`src/hw/fmpc_pkg.sv`:
```
package fmpc_pkg;

   // ------------------------------------------------------------
   // Register map
   // ------------------------------------------------------------
   localparam logic [7:0] FMPC_CFG_OFFSET = 8'h05;
   localparam logic [7:0] FMPC_CFG_RESET = 8'h14;

   // ------------------------------------------------------------
   // Field positions
   // ------------------------------------------------------------
   localparam int FMPC_BIT_RESET_OUT = 7;
   localparam int FMPC_BIT_OVERTEMP = 6;
   localparam int FMPC_FAN2_DIV_LSB = 4;
   localparam int FMPC_FAN1_DIV_LSB = 2;
   localparam int FMPC_BIT_FAN2_MODE = 1;
   localparam int FMPC_BIT_FAN1_MODE = 0;

   typedef enum logic [1:0] {
      FMPC_PIN_OFF = 2'b00,
      FMPC_PIN_OVERTEMP = 2'b01,
      FMPC_PIN_RESET = 2'b10
   } fmpc_pin_sel_t;

   // Register access request from the serial bus engine.
   typedef struct packed {
      logic wr;
      logic [7:0] addr;
      logic [7:0] wdata;
   } fmpc_req_t;

   // Decoded settings of one fan input.
   typedef struct packed {
      logic level_mode;
      logic active_low;
      logic [1:0] div_code;
      logic [3:0] divide_by;
   } fmpc_fan_cfg_t;

endpackage

```
`src/hw/fmpc_config.sv`:
```
`timescale 1ns/10ps
// Functional notes
// - One byte register at offset 0x05 holds fan modes and pin selection.
// - Bit 7 set routes the reset-output function to the shared pin.
// - Bits 6 and 7 both clear leave the shared pin disabled.
// - Over-temperature drives the pin only with bit 6 set, bit 7 clear.
// - Fan 2 level mode: bit 4 set active-low, clear active-high.
// - Fan 1 level mode: bit 2 set active-low, clear active-high.
// - Bit 1 selects fan 2 level mode, else pulse count; resets 0.
// - Bit 0 selects fan 1 level mode, else pulse count; resets 0.
module fmpc_config
   import fmpc_pkg::*;
(
   input wire logic core_clk,
   input wire logic reset_n,
   input wire fmpc_req_t req,
   input wire logic req_valid,
   output logic [7:0] rdata,
   output logic ack,
   input wire logic fan1_input,
   input wire logic fan2_input,
   input wire logic reset_request,
   input wire logic overtemp_event,
   output logic shared_pin_out,
   output logic shared_pin_oe,
   output fmpc_fan_cfg_t fan1_cfg,
   output fmpc_fan_cfg_t fan2_cfg,
   output logic fan1_alarm,
   output logic fan2_alarm,
   output fmpc_pin_sel_t pin_sel
);

   // ------------------------------------------------------------
   // Reset release
   // ------------------------------------------------------------
   logic [1:0] rst_sync;
   logic rst_n;

   always_ff @(posedge core_clk or negedge reset_n) begin
      if (!reset_n) begin
         rst_sync <= 2'b00;
      end else begin
         rst_sync <= {rst_sync[0], 1'b1};
      end
   end
   assign rst_n = rst_sync[1];

   // ------------------------------------------------------------
   // Configuration register
   // ------------------------------------------------------------
   logic [7:0] cfg_reg;
   logic [7:0] next_cfg_reg;
   logic [7:0] next_rdata;
   logic hit;

   assign hit = req_valid && (req.addr == FMPC_CFG_OFFSET);
   assign next_cfg_reg = (hit && req.wr) ? req.wdata : cfg_reg;
   // Unmapped reads return zero so the bus engine never sees stale data.
   assign next_rdata = (hit && !req.wr) ? cfg_reg : 8'h00;

   always_ff @(posedge core_clk or negedge rst_n) begin
      if (!rst_n) begin
         cfg_reg <= FMPC_CFG_RESET;
         rdata <= 8'h00;
         ack <= 1'b0;
      end else begin
         cfg_reg <= next_cfg_reg;
         rdata <= next_rdata;
         ack <= req_valid;
      end
   end

   // ------------------------------------------------------------
   // Shared output pin
   // ------------------------------------------------------------
   logic rst_en;
   logic os_en;
   fmpc_pin_sel_t next_pin_sel;
   logic next_pin_out;
   logic next_pin_oe;

   assign rst_en = cfg_reg[FMPC_BIT_RESET_OUT];
   assign os_en = cfg_reg[FMPC_BIT_OVERTEMP];
   assign next_pin_sel = rst_en ? FMPC_PIN_RESET :
                         os_en ? FMPC_PIN_OVERTEMP : FMPC_PIN_OFF;
   // Open drain: only a low is driven, and only by the selected function.
   assign next_pin_oe = (next_pin_sel == FMPC_PIN_RESET) ? reset_request :
                        (next_pin_sel == FMPC_PIN_OVERTEMP) ? overtemp_event : 1'b0;
   assign next_pin_out = 1'b0;

   always_ff @(posedge core_clk or negedge rst_n) begin
      if (!rst_n) begin
         pin_sel <= FMPC_PIN_OFF;
         shared_pin_oe <= 1'b0;
         shared_pin_out <= 1'b0;
      end else begin
         pin_sel <= next_pin_sel;
         shared_pin_oe <= next_pin_oe;
         shared_pin_out <= next_pin_out;
      end
   end

   // ------------------------------------------------------------
   // Fan inputs
   // ------------------------------------------------------------
   fmpc_fan_cfg_t f1_cfg;
   fmpc_fan_cfg_t f2_cfg;
   logic f1_alarm;
   logic f2_alarm;

   fmpc_fan_decode u_fan1 (
      .mode_bit(cfg_reg[FMPC_BIT_FAN1_MODE]),
      .field(cfg_reg[FMPC_FAN1_DIV_LSB +: 2]),
      .fan_in(fan1_input),
      .cfg(f1_cfg),
      .level_alarm(f1_alarm)
   );

   fmpc_fan_decode u_fan2 (
      .mode_bit(cfg_reg[FMPC_BIT_FAN2_MODE]),
      .field(cfg_reg[FMPC_FAN2_DIV_LSB +: 2]),
      .fan_in(fan2_input),
      .cfg(f2_cfg),
      .level_alarm(f2_alarm)
   );

   always_ff @(posedge core_clk or negedge rst_n) begin
      if (!rst_n) begin
         fan1_cfg <= '0;
         fan2_cfg <= '0;
         fan1_alarm <= 1'b0;
         fan2_alarm <= 1'b0;
      end else begin
         fan1_cfg <= f1_cfg;
         fan2_cfg <= f2_cfg;
         fan1_alarm <= f1_alarm;
         fan2_alarm <= f2_alarm;
      end
   end

endmodule

```
`src/hw/fmpc_fan_decode.sv`:
```
`timescale 1ns/10ps
module fmpc_fan_decode
   import fmpc_pkg::*;
(
   input wire logic mode_bit,
   input wire logic [1:0] field,
   input wire logic fan_in,
   output fmpc_fan_cfg_t cfg,
   output logic level_alarm
);

   // In level mode the divisor field's low bit doubles as polarity.
   assign cfg.level_mode = mode_bit;
   assign cfg.active_low = field[0];
   assign cfg.div_code = field;
   assign cfg.divide_by = 4'h1 << field;
   assign level_alarm = mode_bit & (fan_in ^ field[0]);

endmodule

```
`config.mk`:
```
export PLATFORM = sky130hd
export DESIGN_NAME = fmpc_config
export DESIGN_NICKNAME = d
export VERILOG_FILES = /design/src/hw/fmpc_pkg.sv /design/src/hw/fmpc_config.sv /design/src/hw/fmpc_fan_decode.sv
export SDC_FILE = /design/constraint.sdc
export NUM_CORES = 1
export LEC_CHECK = 0
export ABC_AREA = 1
export BUFFER_PORTS_ARGS = -buffer_cell sky130_fd_sc_hd__buf_2
export CAP_MARGIN = 20
export CELL_PAD_IN_SITES_DETAIL_PLACEMENT = 0
export CELL_PAD_IN_SITES_GLOBAL_PLACEMENT = 1
export CORE_ASPECT_RATIO = 1.25
export CORE_MARGIN = 5
export CORE_UTILIZATION = 39
export DETAILED_ROUTE_END_ITERATION = 8
export PLACE_DENSITY_LB_ADDON = 0.1
export SLEW_MARGIN = 20
export SYNTH_ARGS = -nofsm -noshare
export SYNTH_HDL_FRONTEND = slang
export SYNTH_HIERARCHICAL = 1
export SYNTH_SLANG_ARGS = --single-unit
```
`constraint.sdc`:
```
create_clock -name core_clk -period 4.1 [get_ports core_clk]
set_clock_uncertainty 0.1 [all_clocks]
set_input_delay 0.205 -clock core_clk [delete_from_list [all_inputs] [get_ports core_clk]]
set_output_delay 0.205 -clock core_clk [all_outputs]
set_load 0.1 [all_outputs]
```
==> results by group <==
Worst hold path
  • WHS Path Cells: 2
  • Hold path startpoint: overtemp_event
  • Hold Path Sink: shared_pin_oe$_DFF_PN0_
  • Worst Hold Class: primary input to flip-flop

Detailed routing
  • Met2 WL: 1240 µm
  • Routed WL: 2550 µm
  • DR vias/cell: 4.33
  • DR vias: 952
  • Met3 Wirelength: 251 µm
  • DRC errors left: 0
  • Met1 WL: 1030 µm
  • Antenna Violating Nets Remaining: 0
  • Initial DRC Count: 18
  • Routed WL per cell: 11.6 µm
  • Drt pass-1 iters: 3
  • Top Metal Used: met4

Clocking
  • Clock buffer count from CTS: 5
  • Worst-path clk slew: 0.08 ns
  • Htree depth: 2
  • Root buf cell: clkbuf_8
  • Clk Latency, worst-skew pair: 0.28 ns
  • CTS sink count: 40
  • Post_cts resized: 0
  • CTS tree: yes
  • Clock buffer depth: 2

Die
  • Height of the chip: 78.7 µm
  • Die area: 5110 µm²
  • Die W: 64.9 µm
  • Row Count: 25
  • Io pins: 55
  • Initial core utilization: 0.395
  • Core ar.: 3720 µm²

Setup path
  • Slowest stage cell on the critical path: buf_2
  • CP Class: flip-flop to output pin
  • WP buf/inv: 1
  • Worst Path Arrival: 1.05 ns
  • Critical-path cell list: buf_2
  • CP required: 3.80 ns
  • CP max stage delay: 0.42 ns
  • Crit. End Element: output pin
  • Worst setup SP type: flip-flop
  • Crit Path Max Fanout: 1
  • R2R Setup Slk: 3.09 ns
  • Reg2reg start: cfg_reg[2]$_DFFE_PN1P_
  • Worst Reg-to-Reg Cells: 3
  • CP top delay family: buffers and inverters
  • Reg2reg end: fan1_alarm$_DFF_PN0_

Final layout
  • ANT cells: 0
  • Layout cells sized above 1: 0.422
  • Area growth syn-to-layout: 25.7%
  • # fillers: 349
  • # nets final: 203

GRT
  • Tot GR Track Use: 0.114
  • Largest net degree at the start of global routing: 39
  • Initial antenna violation count: 0
  • Global-route wire length before repair: 4440 µm
  • Congestion Overflow GR: 0
  • Vias in the first global route: 995

Synthesis
  • Syn Nets: 150
  • Flops & latches, synth: 40
  • Post-synthesis instance area: 1470 µm²
  • Synth cell types: 15
  • Mapped Cells: 126
  • Syn. warnings: 6
  • Register area share after synthesis: 0.682
  • Synthesized area per cell: 11.7 µm²

Power and ir drop
  • Design Power: 0.804 mW
  • VDD IR max: 0.179 mV
  • PD cells: 435 nW/µm²
  • P_leak: 1.07 nW

Placed design
  • DP Wirelength: 1930 µm
  • Pre-CTS WS: 2.90 ns
  • GP Congestion: 0.673
  • Port Buffers: 53

STA
  • PnR worst setup slack: 2.75 ns
  • Setup TNS: 0 ns
  • Final setup viols: 0
  • Post-layout min period: 1.35 ns
  • Period utilization: 0.330
  • Final hold vios: 0
  • Fmax: 738 MHz
  • Unrepaired setup endpoints after global routing: false
  • Max Slew Vio Count: 0

Job
  • Max Cap Viol: 0

Outcome
  • Outcome: finished, final reports clean
==> what timing repair did <==
item                                   CTS  global route
endpoints found under the hold margin    3             0
hold buffers                             2             0
buffers inserted                         0             0
==> metrics by stage <==
step / utilization / hold slack, ns / instance area [µm²] / std cells
floorplan: - / -0.191 / 1470 / 126
global placement: 0.463 / -0.112 / 1720 / 210
detailed placement: 0.463 / -0.107 / 1720 / 210
CTS: 0.497 / 0.0290 / 1850 / 220
global route: 0.497 / 0.0444 / 1850 / 220
finish: 0.497 / 0.0333 / 1850 / 220
==> layout by cell type (no fill, tap or decap) <==
cell	count
nand2_2	1
clkbuf_1	1
dlygate4sd3_1	2
nand3b_4	1
nand4_1	8
buf_4	1
nor2_2	8
dfrtp_1	38
nand3_4	1
buf_2	53
nor2_8	2
nand2_1	24
a22o_1	1
clkinv_2	1
dfstp_2	2
nor2_1	13
inv_1	15
bufinv_16	1
clkbuf_8	5
conb_1	2
==> logic make-up (layout without fill, tap and decap cells) <==
logic type	after synthesis	count (layout)	synth area share
compound gates	1	1	0.00595
flops	40	40	0.682
buf+inv	25	79	0.0876
simple gates	58	58	0.219
other cells	2	2	0.00510
==> how the worst max path moves through the flow <==
stage / start / to / slack, ns / cells after the start
after CTS: fan2_cfg[7]$_DFF_PN0_ / fan2_cfg[7] / 2.74 / 1
after floorplan: rst_sync[1]$_DFF_PN0_ / ack$_DFF_PN0_ / 2.81 / 0
after global routing: req_valid / cfg_reg[5]$_DFFE_PN0P_ / 2.63 / 7
final: pin_sel[1]$_DFF_PN0_ / pin_sel[1] / 2.75 / 1
after detailed placement: req[13] / rdata[6]$_DFF_PN0_ / 2.90 / 6
after global placement: req[13] / rdata[0]$_DFF_PN0_ / 2.92 / 6
==> per-layer routing <==
metal / track usage / vias to the layer above
met1: 0.123 / 430
met3: 0.0515 / 4
met2: 0.191 / 41
met4: 0.0444 / 0
met5: 0 / -
li1: - / 477
==> area by class of cell <==
cell class / instances / area [µm²] / area share
flip-flops and latches: 40 / 1000 / 0.543
multi-input cells: 61 / 339 / 0.183
repair buffers: 56 / 293 / 0.158
clock buffers: 6 / 72.6 / 0.0392
inverters: 15 / 56.3 / 0.0304
well taps: 40 / 50.0 / 0.0271
clock inverters: 2 / 35.0 / 0.0189
==> cell usage after synthesis, drive strengths merged <==
master,number,area share
dfrtp,38,0.65
nand2,25,0.065
nor2,23,0.094
inv,15,0.038
buf,10,0.049
nand4,8,0.034
conb,2,0.0051
dfstp,2,0.036
a22o,1,0.0060
nand3,1,0.012
nand3b,1,0.014
==> where the power goes <==
part / internal, mW / switching (mW) / leakage (nW) / total [mW]
registers: 0.404 / 0.00500 / 0.533 / 0.409
clock network: 0.181 / 0.128 / 0.0552 / 0.309
logic: 0.0175 / 0.0692 / 0.483 / 0.0867
total: 0.602 / 0.202 / 1.07 / 0.804
Power figures use the tool's default switching activity.
